===== config.mk =====
export PLATFORM = sky130hd
export DESIGN_NAME = per_reply
export DESIGN_NICKNAME = d
export VERILOG_FILES = /design/src/pkg/per_pkg.sv /design/src/rtl/per_reply.sv /design/src/rtl/per_fifo.sv
export SDC_FILE = /design/constraint.sdc
export NUM_CORES = 1
export LEC_CHECK = 0
export BUFFER_PORTS_ARGS = -buffer_cell sky130_fd_sc_hd__buf_2
export CAP_MARGIN = 5
export CORE_MARGIN = 2
export CORE_UTILIZATION = 45
export DETAILED_ROUTE_END_ITERATION = 10
export GPL_ROUTABILITY_DRIVEN = 1
export HOLD_SLACK_MARGIN = 0.1
export PLACE_DENSITY_LB_ADDON = 0.15
export SYNTH_ARGS = -nofsm -noshare
export SYNTH_HDL_FRONTEND = slang
export SYNTH_SLANG_ARGS = --single-unit

===== constraint.sdc =====
create_clock -name clk -period 3.8 [get_ports clk]
set_input_delay 0.19 -clock clk [delete_from_list [all_inputs] [get_ports clk]]
set_output_delay 0.19 -clock clk [all_outputs]
set_load 0.02 [all_outputs]

===== src/pkg/per_pkg.sv =====
// Shared constants, types and states of the packet error reply block
package per_pkg;

   // ************************************************************
   // Timing
   // ************************************************************
   localparam int CLK_HZ = 125_000_000;
   localparam int REPLY_MS = 500;
   localparam int REPLY_CYC = (CLK_HZ / 1000) * REPLY_MS;

   // ************************************************************
   // Packet layout
   // ************************************************************
   localparam int BYTE_W = 8;
   localparam int CODE_W = 6;
   localparam logic [1:0] CLS_CMD = 2'b00;
   localparam logic [1:0] CLS_RESP = 2'b01;
   localparam logic [1:0] CLS_RPT = 2'b10;
   localparam logic [1:0] CLS_ERR = 2'b11;
   localparam logic [7:0] IF_SERIAL = 8'h00;
   localparam logic [7:0] IF_USB = 8'h01;
   localparam logic [7:0] LEN_ERR_STD = 8'h02;
   localparam logic [7:0] LEN_ERR_SUB = 8'h03;
   localparam logic [7:0] IDX_FIRST = 8'h00;
   localparam logic [7:0] IDX_SECOND = 8'h01;
   localparam logic [1:0] DEST_SERIAL = 2'b01;
   localparam logic [1:0] DEST_USB = 2'b10;
   localparam logic [1:0] DEST_ALL = 2'b11;

   // ************************************************************
   // Error identifiers
   // ************************************************************
   localparam logic [7:0] ERR_UNKNOWN = 8'h01;
   localparam logic [7:0] ERR_BAD_CMD = 8'h02;
   localparam logic [7:0] ERR_BAD_LEN = 8'h03;
   localparam logic [7:0] ERR_NV_WRITE = 8'h04;
   localparam logic [7:0] ERR_NV_READ = 8'h05;
   localparam logic [7:0] ERR_FAN_ABSENT = 8'h06;
   localparam logic [7:0] ERR_FAN_NOREPLY = 8'h07;
   localparam logic [7:0] ERR_CARD_FIRST = 8'h08;
   localparam logic [7:0] ERR_CARD_LAST = 8'h11;
   localparam logic [7:0] ERR_GFX_FIRST = 8'h12;
   localparam logic [7:0] ERR_GFX_TIMEOUT = 8'h15;
   localparam logic [7:0] ERR_PIN_NOT_ATX = 8'h16;
   localparam logic [7:0] ERR_IF_DISABLED = 8'h17;
   localparam logic [7:0] ERR_IF_ABSENT = 8'h18;
   localparam logic [7:0] ERR_MAX = ERR_IF_ABSENT;

   // ************************************************************
   // Check code
   // ************************************************************
   localparam logic [15:0] CRC_INIT = 16'hFFFF;
   localparam logic [15:0] CRC_POLY = 16'h8408;
   localparam logic [15:0] CRC_XOROUT = 16'hFFFF;

   // ************************************************************
   // Buffer
   // ************************************************************
   localparam int FIFO_W = 10;
   localparam int FIFO_D = 8;

   // ************************************************************
   // Types
   // ************************************************************
   typedef struct packed {
      logic [7:0] cmdType;
      logic usb;
   } per_cmd_s;

   typedef struct packed {
      logic fail;
      logic isSub;
      logic [7:0] subNum;
      logic [7:0] errId;
      logic [7:0] len;
   } per_res_s;

   typedef struct packed {
      logic [5:0] code;
      logic [7:0] len;
   } per_rpt_s;

   typedef struct packed {
      logic [1:0] dest;
      logic [7:0] data;
   } per_tx_s;

   typedef enum logic [2:0] {
      ST_IDLE = 3'b000,
      ST_TYPE = 3'b001,
      ST_LEN = 3'b011,
      ST_DATA = 3'b010,
      ST_CRCL = 3'b110,
      ST_CRCH = 3'b111
   } per_state_e;

endpackage


===== src/rtl/per_reply.sv =====
// Reply packet builder: error and normal replies, reports, CRC, reply deadline
// Behaviour
// - Failed standard command: type is command OR 0xC0, length two.
// - Standard error data: byte0 interface (0 serial, 1 USB), byte1 error id.
// - Sub-command error: subnum, interface, error id; length sent as three.
// - Generic ids: 1 unknown, 2 command, 3 length, 4 flash write, 5 read.
// - Id 6 fan board absent, 7 fan board gives no reply.
// - Ids 8 to 17 cover removable-card and file faults.
// - Ids 18 to 21 cover graphics stream and video faults.
// - Id 22 pin not for power, 23 interface disabled, 24 unavailable.
// - Every command gets its answer within 500 ms; the timer forces an unknown error only at 500 ms, its packet goes out after.
// - Reports go out any time, even between command and answer; the code sends them only between packets, after any ready reply.
// - Type top bits: 00 command, 01 response, 10 report, 11 error.
// - Answer type low six bits equal the command's low six bits.
// - Each packet ends with 16-bit CRC, low byte first.
// - Exactly one answer packet per command.
`timescale 1ns/100ps
`default_nettype none
module per_reply #(
   parameter int TIMEOUT_CYC = per_pkg::REPLY_CYC
) (
   input wire logic clk,
   input wire logic rst,
   input wire logic cmdValid,
   input wire per_pkg::per_cmd_s cmd,
   output logic cmdReady,
   input wire logic resValid,
   input wire per_pkg::per_res_s res,
   input wire logic rptValid,
   input wire per_pkg::per_rpt_s rpt,
   output logic rptReady,
   input wire logic plValid,
   input wire logic [7:0] plData,
   output logic plReady,
   output logic plForReport,
   output logic txValid,
   input wire logic txReady,
   output per_pkg::per_tx_s txData
);
   localparam int TW = $clog2(TIMEOUT_CYC + 1);
   localparam logic [TW-1:0] T_LAST = TW'(TIMEOUT_CYC - 1);
   localparam logic [TW-1:0] T_ONE = TW'(1);

   // ************************************************************
   // Functions
   // ************************************************************
   function automatic logic [15:0] crcByte(input logic [15:0] c, input logic [7:0] d);
      logic [15:0] x;
      x = c;
      for (int i = 0; i < per_pkg::BYTE_W; i++) begin
         x = (x[0] ^ d[i]) ? ((x >> 1) ^ per_pkg::CRC_POLY) : (x >> 1);
      end
      return x;
   endfunction

   function automatic logic [7:0] ifCode(input logic usb);
      return usb ? per_pkg::IF_USB : per_pkg::IF_SERIAL;
   endfunction

   function automatic logic [7:0] errByte(input logic [7:0] idx, input per_pkg::per_res_s r, input logic usb);
      logic [7:0] b;
      b = r.errId;
      if (r.isSub) begin
         if (idx == per_pkg::IDX_FIRST) begin
            b = r.subNum;
         end else if (idx == per_pkg::IDX_SECOND) begin
            b = ifCode(usb);
         end
      end else if (idx == per_pkg::IDX_FIRST) begin
         b = ifCode(usb);
      end
      return b;
   endfunction

   // Unlisted ids would mislead the host, so they fold to unknown
   function automatic logic [7:0] cleanId(input logic [7:0] id);
      return (id >= per_pkg::ERR_UNKNOWN && id <= per_pkg::ERR_MAX) ? id : per_pkg::ERR_UNKNOWN;
   endfunction

   // ************************************************************
   // State
   // ************************************************************
   per_pkg::per_state_e state_r, state_nxt;
   per_pkg::per_cmd_s cmd_r, cmd_nxt;
   per_pkg::per_res_s res_r, res_nxt;
   logic pending_r, pending_nxt, haveRes_r, haveRes_nxt, isRpt_r, isRpt_nxt;
   logic [TW-1:0] timer_r, timer_nxt;
   logic [7:0] hdrType_r, hdrType_nxt, hdrLen_r, hdrLen_nxt, idx_r, idx_nxt;
   logic [1:0] dest_r, dest_nxt;
   logic [15:0] crc_r, crc_nxt, crcOut;
   logic [7:0] curByte;
   logic push, fifoInRdy, useErr;
   per_pkg::per_tx_s fifoIn;

   // Host waits for each answer, so one outstanding command is enough
   assign cmdReady = !pending_r;
   assign crcOut = crc_r ^ per_pkg::CRC_XOROUT;
   assign useErr = !isRpt_r && res_r.fail;
   assign plForReport = isRpt_r;
   assign fifoIn = '{dest: dest_r, data: curByte};

   // ************************************************************
   // Command tracking and reply deadline
   // ************************************************************
   always_comb begin
      cmd_nxt = cmd_r;
      res_nxt = res_r;
      pending_nxt = pending_r;
      haveRes_nxt = haveRes_r;
      timer_nxt = timer_r;
      if (cmdValid && cmdReady) begin
         pending_nxt = 1'b1;
         cmd_nxt = cmd;
         haveRes_nxt = 1'b0;
         timer_nxt = '0;
      end else if (pending_r && !haveRes_r) begin
         if (resValid) begin
            // Later results for this command are dropped
            haveRes_nxt = 1'b1;
            res_nxt = res;
            res_nxt.errId = cleanId(res.errId);
         end else if (timer_r == T_LAST) begin
            // Engine overran the deadline: answer with unknown error
            haveRes_nxt = 1'b1;
            res_nxt = '{fail: 1'b1, isSub: 1'b0, subNum: 8'h00, errId: per_pkg::ERR_UNKNOWN, len: 8'h00};
         end else begin
            timer_nxt = timer_r + T_ONE;
         end
      end
      if (state_r == per_pkg::ST_CRCH && push && !isRpt_r) begin
         pending_nxt = 1'b0;
         haveRes_nxt = 1'b0;
      end
   end

   // ************************************************************
   // Packet sequencer
   // ************************************************************
   always_comb begin
      state_nxt = state_r;
      isRpt_nxt = isRpt_r;
      hdrType_nxt = hdrType_r;
      hdrLen_nxt = hdrLen_r;
      dest_nxt = dest_r;
      idx_nxt = idx_r;
      crc_nxt = crc_r;
      curByte = 8'h00;
      push = 1'b0;
      rptReady = 1'b0;
      plReady = 1'b0;
      case (state_r)
         per_pkg::ST_IDLE: begin
            crc_nxt = per_pkg::CRC_INIT;
            // Replies take precedence; reports fill the gaps between packets
            if (pending_r && haveRes_r) begin
               isRpt_nxt = 1'b0;
               hdrType_nxt = {res_r.fail ? per_pkg::CLS_ERR : per_pkg::CLS_RESP,
                              cmd_r.cmdType[per_pkg::CODE_W-1:0]};
               hdrLen_nxt = !res_r.fail ? res_r.len :
                            res_r.isSub ? per_pkg::LEN_ERR_SUB : per_pkg::LEN_ERR_STD;
               dest_nxt = cmd_r.usb ? per_pkg::DEST_USB : per_pkg::DEST_SERIAL;
               state_nxt = per_pkg::ST_TYPE;
            end else if (rptValid) begin
               rptReady = 1'b1;
               isRpt_nxt = 1'b1;
               hdrType_nxt = {per_pkg::CLS_RPT, rpt.code};
               hdrLen_nxt = rpt.len;
               dest_nxt = per_pkg::DEST_ALL;
               state_nxt = per_pkg::ST_TYPE;
            end
         end
         per_pkg::ST_TYPE: begin
            curByte = hdrType_r;
            push = fifoInRdy;
            if (push) begin
               crc_nxt = crcByte(crc_r, curByte);
               state_nxt = per_pkg::ST_LEN;
            end
         end
         per_pkg::ST_LEN: begin
            curByte = hdrLen_r;
            push = fifoInRdy;
            if (push) begin
               crc_nxt = crcByte(crc_r, curByte);
               idx_nxt = 8'h00;
               state_nxt = (hdrLen_r == 8'h00) ? per_pkg::ST_CRCL : per_pkg::ST_DATA;
            end
         end
         per_pkg::ST_DATA: begin
            if (useErr) begin
               // Error packet draws nothing from the payload port
               curByte = errByte(idx_r, res_r, cmd_r.usb);
               push = fifoInRdy;
            end else begin
               curByte = plData;
               plReady = fifoInRdy;
               push = plValid && fifoInRdy;
            end
            if (push) begin
               crc_nxt = crcByte(crc_r, curByte);
               idx_nxt = idx_r + 8'h01;
               if (idx_r == hdrLen_r - 8'h01) begin
                  state_nxt = per_pkg::ST_CRCL;
               end
            end
         end
         per_pkg::ST_CRCL: begin
            curByte = crcOut[7:0];
            push = fifoInRdy;
            if (push) begin
               state_nxt = per_pkg::ST_CRCH;
            end
         end
         per_pkg::ST_CRCH: begin
            curByte = crcOut[15:8];
            push = fifoInRdy;
            if (push) begin
               state_nxt = per_pkg::ST_IDLE;
            end
         end
         default: begin
            state_nxt = per_pkg::ST_IDLE;
         end
      endcase
   end

   always_ff @(posedge clk) begin
      if (rst) begin
         state_r <= per_pkg::ST_IDLE;
         cmd_r <= '0;
         res_r <= '0;
         pending_r <= 1'b0;
         haveRes_r <= 1'b0;
         isRpt_r <= 1'b0;
         timer_r <= '0;
         hdrType_r <= 8'h00;
         hdrLen_r <= 8'h00;
         idx_r <= 8'h00;
         dest_r <= 2'b00;
         crc_r <= per_pkg::CRC_INIT;
      end else begin
         state_r <= state_nxt;
         cmd_r <= cmd_nxt;
         res_r <= res_nxt;
         pending_r <= pending_nxt;
         haveRes_r <= haveRes_nxt;
         isRpt_r <= isRpt_nxt;
         timer_r <= timer_nxt;
         hdrType_r <= hdrType_nxt;
         hdrLen_r <= hdrLen_nxt;
         idx_r <= idx_nxt;
         dest_r <= dest_nxt;
         crc_r <= crc_nxt;
      end
   end

   // ************************************************************
   // Output buffer
   // ************************************************************
   // Host drains this; a slow host stalls the sequencer, never drops bytes
   per_fifo #(
      .W(per_pkg::FIFO_W),
      .D(per_pkg::FIFO_D)
   ) u_fifo (
      .clk(clk),
      .rst(rst),
      .inValid(push),
      .inReady(fifoInRdy),
      .inData(fifoIn),
      .outValid(txValid),
      .outReady(txReady),
      .outData(txData)
   );
endmodule
`default_nettype wire


===== src/rtl/per_fifo.sv =====
// Flip-flop FIFO with valid/ready on both sides
`timescale 1ns/100ps
`default_nettype none
module per_fifo #(
   parameter int W = 10,
   parameter int D = 8
) (
   input wire logic clk,
   input wire logic rst,
   input wire logic inValid,
   output logic inReady,
   input wire logic [W-1:0] inData,
   output logic outValid,
   input wire logic outReady,
   output logic [W-1:0] outData
);
   localparam int AW = $clog2(D);
   localparam logic [AW:0] DEPTH = (AW + 1)'(D);
   localparam logic [AW:0] ONE = (AW + 1)'(1);

   logic [W-1:0] mem_r [D];
   logic [W-1:0] mem_nxt [D];
   logic [AW:0] wrPtr_r, wrPtr_nxt, rdPtr_r, rdPtr_nxt, count_r, count_nxt;
   logic doWr, doRd;

   assign inReady = count_r != DEPTH;
   assign outValid = count_r != '0;
   assign outData = mem_r[rdPtr_r[AW-1:0]];

   always_comb begin
      doWr = inValid && inReady;
      doRd = outValid && outReady;
      mem_nxt = mem_r;
      wrPtr_nxt = wrPtr_r;
      rdPtr_nxt = rdPtr_r;
      count_nxt = count_r;
      if (doWr) begin
         mem_nxt[wrPtr_r[AW-1:0]] = inData;
         wrPtr_nxt = (wrPtr_r[AW-1:0] == AW'(D - 1)) ? '0 : wrPtr_r + ONE;
      end
      if (doRd) begin
         rdPtr_nxt = (rdPtr_r[AW-1:0] == AW'(D - 1)) ? '0 : rdPtr_r + ONE;
      end
      if (doWr && !doRd) begin
         count_nxt = count_r + ONE;
      end else if (doRd && !doWr) begin
         count_nxt = count_r - ONE;
      end
   end

   always_ff @(posedge clk) begin
      if (rst) begin
         wrPtr_r <= '0;
         rdPtr_r <= '0;
         count_r <= '0;
         for (int i = 0; i < D; i++) begin
            mem_r[i] <= '0;
         end
      end else begin
         wrPtr_r <= wrPtr_nxt;
         rdPtr_r <= rdPtr_nxt;
         count_r <= count_nxt;
         mem_r <= mem_nxt;
      end
   end
endmodule
`default_nettype wire


# Yosys cells after proc, flatten, opt, wreduce, memory -nomap -nowiden
# Cells that the tools add are included.
# word_totals
register_bits	199
latchBits	0
ramBits	0
rom_bits	0
wordCells	232
mem_count	0
# op_classes
add_sub_neg	7
n_mul	0
n_div	0
magnitude_cmp	5
n_eq_ne	18
shifts	0
n_mux	84
bitwise	52
n_reduce_logical	38
# op_table
op	count
16-bit two-way mux	27
8-bit two-way mux	14
80-bit bitwise mux	1
2-bit NOT with 3-bit output	22
16-bit case mux with 4 select lines	1
26-bit two-way mux	2
8-bit case mux with 5 select lines	1
10-bit binary-select mux with 3-bit select	1
10-bit demux with 3-bit select	1
10-bit two-way mux	3
3-bit two-way mux	9
26-bit by 1-bit adder with 26-bit output (second input constant)	1
26-bit == test (second input constant)	1
1-bit bitwise XOR	24
3-bit case mux with 6 select lines	1
8-bit logical NOT	2
4-bit two-way mux	4
16-bit NOT	1
8-bit case mux with 2 select lines	1
1-bit logical AND	13
1-bit two-way mux	13
4-bit by 1-bit adder with 4-bit output (second input constant)	3
3-bit == test (second input constant)	4
2-bit != test (second input constant)	6
other kinds (28)	48

# Depth between registers and ports, before layout
# Gate-level depths: netlist of the first run.
# depth
ltp_word	24
depth_mapped	13

# Modules after synthesis
# Synthesis of the first run repeated with hierarchy kept, for this count alone.
# hier_totals
cells_unflattened	1163
area_unflattened_um2	10654.0
# by_module_without_submodules
mod	n_inst	cells_each	area_per_inst_um2
per_reply	1	789	6606.3
per_fifo	1	374	4047.6

# Worst setup path after synthesis of the first run
# Ideal clock, no wire load.
# synth_timing
path_type	register -> register
startpoint	reg idx_r[3]
endpoint	reg u_fifo.mem_r[0] (netlist bit)
arrival_time_ps	2587
path_slack_ps	1071
path_stages_with_launch	9
cell_sequence	dfxtp_1 -> clkbuf_1 -> nor4_1 -> nand3_1 -> mux2i_1 -> o31ai_1 -> o21ai_0 -> a32oi_1 -> a211oi_1
# synth_via
elab_chain_len	8
elab_cells_between_ends	10
cone_classes	eq/ne: 1; mux: 8; reduce/logical: 1
# synth_lines
item	line	source
start, declared	per_reply.sv:88	logic [7:0] hdrType_r, hdrType_nxt, hdrLen_r, hdrLen_nxt, idx_r, idx_nxt;
start signal, assigned	per_reply.sv:251	idx_r <= idx_nxt;
8-bit by 1-bit == test with 1-bit output	per_reply.sv:66	end else if (idx == per_pkg::IDX_SECOND) begin
8-bit two-way mux	per_reply.sv:66	
8-bit two-way mux	per_reply.sv:64	if (idx == per_pkg::IDX_FIRST) begin
8-bit two-way mux *	per_reply.sv:63	if (r.isSub) begin
8-bit two-way mux *	per_reply.sv:190	if (useErr) begin
8-bit two-way mux *	per_reply.sv:151	case (state_r)
8-bit case mux with 5 select lines *	per_reply.sv:151	
80-bit bitwise mux *	per_fifo.sv:38	mem_nxt[wrPtr_r[AW-1:0]] = inData;
end signal, assigned	per_fifo.sv:63	mem_r <= mem_nxt;
end, declared	per_fifo.sv:21	logic [W-1:0] mem_r [D];
# Every way passes the cells marked *; elsewhere a longest branch is shown, timed or not. The select of a mux whose other input is x is not followed.
# A chain may end at the register's enable or synchronous reset.

# Final worst setup path of the first run
# layout_timing
startpoint	reg idx_r[2]
endpoint	reg u_fifo.mem_r[2] (netlist bit)
# The elaborated chain is that of the path after synthesis.

==> run_results.csv, run 1 <==
group,metric,value,unit
global_route,grt_pass1_wl,44900,um
power_and_ir_drop,p_total,7.20,mW
power_and_ir_drop,switching_power,2.72,mW
placed_design,dp_hpwl,18200,um
clocking,clk_latency,0.44,ns
placed_design,globalplace.congestion,0.879,
route,wl_per_cell,17.8,um
setup_path,crit_slowest_cell,"or4_1",
run_status,status,"complete, no violations",
clocking,h-tree-depth,4,
final_layout,final_layout_size_suffix_gt1_share,15.6,%
setup_path,ff2ff_path_depth,7,
placed_design,place_area,10700,um^2
synth,synth.avg_cell_area,8.78,um^2
clocking,clkTransAtPathRegs,0.08,ns
floorplanning,rows,54,
final_layout,layout_common_cells,"dfxtp_1, nor2_1, a21oi_1, buf_2, nand2_1",
floorplanning,dieHeight,154,um
power_and_ir_drop,p_int,4.47,mW
clocking,clock-sinks,197,
sta,worstMarginPinSlew,1.13,ns
route,ant_nets,0,
clocking,cts-root-buf,"clkbuf_16",
synth,synth_cell_types,72,
synth,yosys.area.top_type,"dfxtp_1",
clocking,cts_setup_buffers,0,
sta,finalHoldWorstSlack,0.124,ns
setup_path,start_kind,"flip-flop",
power_and_ir_drop,power.leakage,4.37,nW
synth,synth.top_cell.area_share,38.9,%
setup_path,cp-end-kind,"flip-flop",
sta,tns,0,ns
floorplanning,initial_core_util,46.1,%
sta,slew_headroom,24.6,%
synth,synth_area,10100,um^2
synth,synth_nets,1231,
power_and_ir_drop,power_density,614,nW/um^2
final_layout,insertedDiodeCount,0,
setup_path,cp_data_required_time,4.08,ns
global_route,antenna_found_initial,0,
floorplanning,ios,79,
power_and_ir_drop,pwr-share-clk,25.3,%
final_layout,syn_to_final_growth,15.7,%
power_and_ir_drop,p_seq_share,36.4,%
sta,setup_ws,0.671,ns
sta,rsz0062_at_grt,"no",
final_layout,final_area,11700,um^2
global_route,grt_pass1_vias,8633,
clocking,cts_tree,"built",
min_path,hold_depth,3,
setup_path,crit_path_max_incr_delay,0.72,ns
placed_design,dp.cells,1447,
floorplanning,dieWidth,154,um
synth,postSynthCellCount,1154,
sta,fin_skew,0.0121,ns
synth,synth_edf_count,0,
setup_path,critical_path_class,"reg2reg",
synth,synth_area_leaders,"dfxtp_1, nor2_1, xnor2_1",
synth,yosysWarnings,0,
sta,setup_violations,0,
route,vias,8695,
floorplanning,dieArea,23700,um^2
power_and_ir_drop,peakVddDrop,431,uV
sta,hold_violations,0,
sta,slew_viol_final,0,
setup_path,cp_max_fo,8,
setup_path,path_cells,"or4_1, nor4_4, o21ai_1, mux2i_1, o21ai_0, a22oi_1, a211oi_1",
route,drc,0,
synth,yosys_register_bits,197,
placed_design,port-buffer-count,76,
route,totalWireLength,27100,um
final_layout,final_util,53.4,%
synth,yosysSeqAreaShare,38.9,%
min_path,hp-class,"in2reg",
floorplanning,coreArea,22000,um^2
power_and_ir_drop,swShare,37.8,%
placed_design,place_ws,0.767,ns
global_route,grt_start_max_net_pins,62,
final_layout,nets,1302,
route,dr.pass1.iters,5,
clocking,clockBufferDepth,2,
route,drt_iter0_drc,546,
sta,final.period_utilization,82.4,%
global_route,grt_usage,23.5,%
route,viasPerCell,5.73,
clocking,cts_buffers,17,
sta,min_period,3.13,ns
global_route,overflow,0,
final_layout,instances_no_fill,1518,
sta,fmax,0.320,GHz
final_layout,mostFrequentLayoutCell,"dfxtp_1",
job,drv_cap,0,
synth,ys_async_sr_fraction,0,%
power_and_ir_drop,comb_power_share,38.3,%
synth,ys.flop_type,"dfxtp_1",
setup_path,arrival,3.41,ns
[power groups by stage]
stage               logic (mW)  registers (mW)  clock network (mW)
global placement          2.65            2.65                   0
floorplan                 2.22            2.47                   0
CTS                       2.74            2.61                1.86
global route              3.05            2.65                1.95
finish                    2.75            2.62                1.82
detailed placement        2.69            2.65                   0
[logic make-up after synthesis]
family	Yosys count	synth area share, %
and+or+nand+nor	364	17.0
AOI/OAI and AO/OA	291	18.6
DFF	197	38.9
xor gates and xnor gates	111	10.0
buffers and inverters	111	4.21
muxes	67	9.61
adders and majority gates	13	1.68
[critical path: cells and delay by family (launching register included)]
| family | cells | cell delay (ns) |
|---|---|---|
| simple gates | 2 | 1.22 |
| compound gates | 4 | 1.14 |
| flops | 1 | 0.40 |
| mux | 1 | 0.21 |
[path summary, 6_finish.rpt]
path	from	end	slack, ns
worst max-delay path	idx_r[2]	u_fifo.mem_r[2]	0.67
worst max register to register	idx_r[2]	u_fifo.mem_r[2]	0.67
worst min register to register	cmd_r[3]	cmd_r[3]	0.46
worst min-delay path	rpt[7]	hdrLen_r[7]	0.12
[cell type report]
cell class	instances	area [um^2]
clock buffers	17	425
clock inverters	15	165
fillers	2011	10200
inverters	19	71.3
multi-input cells	846	5770
flip-flops and latches	197	3940
well taps	280	350
repair buffers	144	991
[cell usage after synthesis (3+ instances only)]
library cell  instances
a211o_1               3
a211oi_1             29
a21o_1                4
a21oi_1              84
a221o_1               3
a221oi_1              4
a22oi_1              26
a311oi_1              8
a31oi_1              15
and3_1               12
and4_1                3
buf_1                 5
buf_2                 8
clkbuf_1             79
dfxtp_1             197
ha_1                 12
inv_1                18
mux2_2               12
mux2i_1              32
mux4_2               23
nand2_1              73
nand2b_1              7
nand3_1              28
nand4_1              13
nor2_1              162
nor2b_1               9
nor3_1               15
nor3b_1               8
nor3b_2               3
nor4_1                4
o21a_1                4
o21ai_0              65
o221ai_1              7
o22a_1                4
o22ai_1               6
o311ai_0              5
or2_2                 6
or3_1                 4
or4_1                 3
xnor2_1              61
xnor3_1               3
xor2_1               47
[routing by layer]
layer | global-route usage [%] | wire length [um] | share of wire (%)
met5 | 0 | 0 | 0
met4 | 6.76 | 400 | 1.5
met3 | 3.89 | 1210 | 4.5
met2 | 37.9 | 12700 | 47
met1 | 32.6 | 12800 | 47
[sequential cells by signal, summed over array words and instances, names as in the netlist]
| register | count |
|---|---|
| dest_r | 2 |
| state_r | 3 |
| u_fifo.mem_r | 80 |
| crc_r | 16 |
| u_fifo.wrPtr_r | 3 |
| cmd_r | 7 |
| haveRes_r | 1 |
| idx_r | 8 |
| pending_r | 1 |
| plForReport | 1 |
| u_fifo.rdPtr_r | 3 |
| res_r | 26 |
| hdrType_r | 8 |
| timer_r | 26 |
| u_fifo.count_r | 4 |
| hdrLen_r | 8 |
[what timing repair did]
action | in CTS | in global routing
endpoints found under the setup margin | 0 | 0
hold buffers | 39 | 0
resized for setup | 0 | 0
hold endpoints to repair | 39 | 0
(Power assumes the default switching activity.)
==> run 2: changes to the inputs <==
--- a/config.mk
+++ b/config.mk
@@ -5,6 +5,7 @@
 export SDC_FILE = /design/constraint.sdc
 export NUM_CORES = 1
 export LEC_CHECK = 0
+export ABC_AREA = 1
 export BUFFER_PORTS_ARGS = -buffer_cell sky130_fd_sc_hd__buf_2
 export CAP_MARGIN = 5
 export CORE_MARGIN = 2
==> constraint.sdc (replaced) <==
create_clock -name clk -period 2.9 [get_ports clk]
set_input_delay 0.145 -clock clk [delete_from_list [all_inputs] [get_ports clk]]
set_output_delay 0.145 -clock clk [all_outputs]
set_load 0.02 [all_outputs]
==> run 2 against run 1 <==
Clock-buffer cell count increased by 1. Die area rose by 7.4%. Core utilization grew 0.23 points. Sequential cell count stayed put. Critical path depth up 10. Synthesized cell count is 43% higher. Combinational power increased by 81%. Via count up 26%. Power up 52%. Final area grew 8.0%. Clock power increased by 28%. Routed wire length up 18%.
==> run_results.csv, run 2 <==
group,metric,value,unit
sta,slew_headroom,44.7,%
route,drc,0,
final_layout,insertedDiodeCount,0,
synth,synth.avg_cell_area,6.61,um^2
route,ant_nets,0,
clocking,cts_tree,"built",
clocking,clk_latency,0.44,ns
floorplanning,coreArea,23600,um^2
sta,min_period,2.58,ns
power_and_ir_drop,switching_power,4.90,mW
synth,yosys.area.top_type,"dfxtp_1",
sta,final.period_utilization,88.9,%
route,wl_per_cell,15.3,um
synth,synth_most_common_cell,"nand2_1",
route,drt_iter0_drc,909,
power_and_ir_drop,pwr-share-clk,21.4,%
clocking,clkTransAtPathRegs,0.08,ns
sta,fin_skew,0.0188,ns
global_route,grt_util_met2,39.7,%
global_route,met1_usage,34.6,%
synth,yosysWarnings,0,
power_and_ir_drop,p_total,10.9,mW
setup_path,cp_data_required_time,3.23,ns
final_layout,top_regs,"u_fifo.mem_r: 80 flops, res_r: 26 flops, timer_r: 26 flops",
power_and_ir_drop,power_density,863,nW/um^2
placed_design,globalplace.congestion,0.907,
power_and_ir_drop,p_int,6.02,mW
power_and_ir_drop,p_seq_share,32.9,%
global_route,overflow,0,
power_and_ir_drop,power.leakage,5.60,nW
synth,synth_cell_types,46,
clocking,cts_buffers,17,
sta,setup_ws,0.321,ns
global_route,antenna_found_initial,0,
route,totalWireLength,32000,um
power_and_ir_drop,peakVddDrop,417,uV
sta,worstMarginPinSlew,0.829,ns
synth,synth_commonest_cells,"nand2_1, inv_1, nor2_1",
power_and_ir_drop,comb_power_share,45.7,%
global_route,grt_use_met3,5.30,%
setup_path,arrival,2.91,ns
route,vias,11000,
placed_design,place_ws,0.265,ns
route,dr.pass1.iters,6,
setup_path,start_kind,"flip-flop",
power_and_ir_drop,swShare,44.8,%
sta,rsz0062_at_grt,"no",
final_layout,final_layout_size_suffix_gt1_share,10.8,%
floorplanning,rows,56,
placed_design,dp_hpwl,22300,um
setup_path,cp_max_fo,3,
global_route,grt_start_max_net_pins,73,
final_layout,largest_reg_flops,80,
global_route,grt_usage,24.9,%
sta,finalHoldWorstSlack,0.153,ns
synth,synth_edf_count,0,
final_layout,instances_no_fill,2083,
sta,setup_violations,0,
final_layout,nets,1828,
synth,synth.top_cell.area_share,36.2,%
global_route,top_usage_layer,"met2",
floorplanning,dieHeight,160,um
global_route,grt_pass1_wl,51500,um
final_layout,layout_common_cells,"nand2_1, nor2_1, inv_1, dfxtp_1, a21oi_1",
floorplanning,ios,79,
sta,tns,0,ns
final_layout,syn_to_final_growth,16.0,%
placed_design,dp.cells,2007,
sta,slew_viol_final,0,
global_route,grt_pass1_vias,9921,
clocking,clockBufferDepth,2,
synth,synth_area_leaders,"dfxtp_1, nand2_1, a21oi_1",
synth,yosysSeqAreaShare,36.2,%
min_path,hp-class,"in2reg",
run_status,status,"complete, no violations",
synth,ys_async_sr_fraction,0,%
clocking,cts-root-buf,"clkbuf_16",
setup_path,cp-end-kind,"flip-flop",
job,drv_cap,0,
clocking,clock-sinks,197,
floorplanning,dieWidth,160,um
final_layout,mostFrequentLayoutCell,"nand2_1",
sta,hold_violations,0,
final_layout,nFillCells,2440,
setup_path,critical_path_class,"reg2reg",
synth,postSynthCellCount,1649,
final_layout,regMostFlops,"u_fifo.mem_r",
route,viasPerCell,5.27,
synth,yosys_register_bits,197,
clocking,cts_setup_buffers,0,
sta,fmax,0.388,GHz
synth,synth_nets,1726,
floorplanning,initial_core_util,46.2,%
placed_design,port-buffer-count,76,
clocking,h-tree-depth,4,
synth,ys.flop_type,"dfxtp_1",
synth,synth_area,10900,um^2
floorplanning,dieArea,25500,um^2
[run 2: cell types whose count changed after synthesis, moves of 22 or more]
cell | previous run | this run
nand2_1 | 73 | 298
inv_1 | 18 | 200
o21ai_0 | 65 | 152
a21oi_1 | 84 | 160
nand3_1 | 28 | 87
nor2_1 | 162 | 200
o21ai_1 | 2 | 36
mux2i_1 | 32 | 0
xnor2_1 | 61 | 30
a22oi_1 | 26 | 1
xor2_1 | 47 | 23
mux4_2 | 23 | 0
clkbuf_1 | 79 | 57
[run 2: kinds of logic after synthesis]
| logic type | share of synthesized area (%) |
|---|---|
| compound gates | 21.1 |
| xor+xnor | 4.26 |
| fa+ha+maj | 1.56 |
| buf+inv | 10.6 |
| flops | 36.2 |
| simple gates | 26.3 |
[run 2: worst paths after layout]
kind	start	end	slack, ns	cells past startpoint
setup / recovery	state_r[1]	u_fifo.count_r[3]	0.32	17
hold / removal	rptValid	hdrType_r[6]	0.15	6
setup reg to reg	state_r[1]	u_fifo.count_r[3]	0.32	17
hold reg to reg	res_r[13]	res_r[13]	0.46	2
[run 2: per-layer routing]
layer  vias up  wire [um]
li1       5602          -
met1      5003      14900
met4         0        486
met2       340      14200
met3        41       2370
met5         -          0
[run 2: area by class of cell]
type / instances / area (um^2) / share of cell area, %
Sequential cell: 197 / 3950 / 31.2
Timing Repair Buffer: 158 / 1110 / 8.76
Inverter: 218 / 821 / 6.49
Clock buffer: 18 / 429 / 3.39
Tap cell: 319 / 399 / 3.15
Clock inverter: 14 / 134 / 1.06
Multi-Input combinational cell: 1159 / 5820 / 46.0
[run 2: per-stage QoR]
stage	utilization (%)	cell area [um^2]
4_1_cts	53.5	12600
3_5_place_dp	49.3	11600
6_report	53.6	12700
3_3_place_gp	49.3	11600
2_1_floorplan	-	10900
5_1_grt	53.6	12700
[run 2: timing repair]
| item | 4_1_cts | 5_1_grt |
|---|---|---|
| endpoints found under the hold margin | 44 | 0 |
| resized for setup | 0 | 4 |
| hold buffers | 44 | 0 |
| endpoints found under the setup margin | 0 | 3 |
[run 2: power by group through the flow]
stage                     combinational [mW]  sequential [mW]  clock, mW
final                                   4.99             3.60       2.33
after global routing                    5.64             3.66       2.48
after CTS                               4.95             3.58       2.37
after detailed placement                4.89             3.64          0
after global placement                  4.84             3.63          0
after floorplan                         3.72             3.42          0
[run 2: worst max-delay path, stage by stage (launching register included)]
cell and delay (ns):
dfxtp_1 0.37, inv_2 0.06, nor2_2 0.11, inv_2 0.08, nor2_8 0.08, inv_2 0.04
or2_4 0.26, nand2_4 0.08, ha_1 0.19, inv_1 0.09, ha_1 0.33, and3_1 0.20
a211oi_2 0.18, nor2_1 0.06, nor2_1 0.08, nand2_1 0.07, o21ai_0 0.14, a21oi_1 0.05
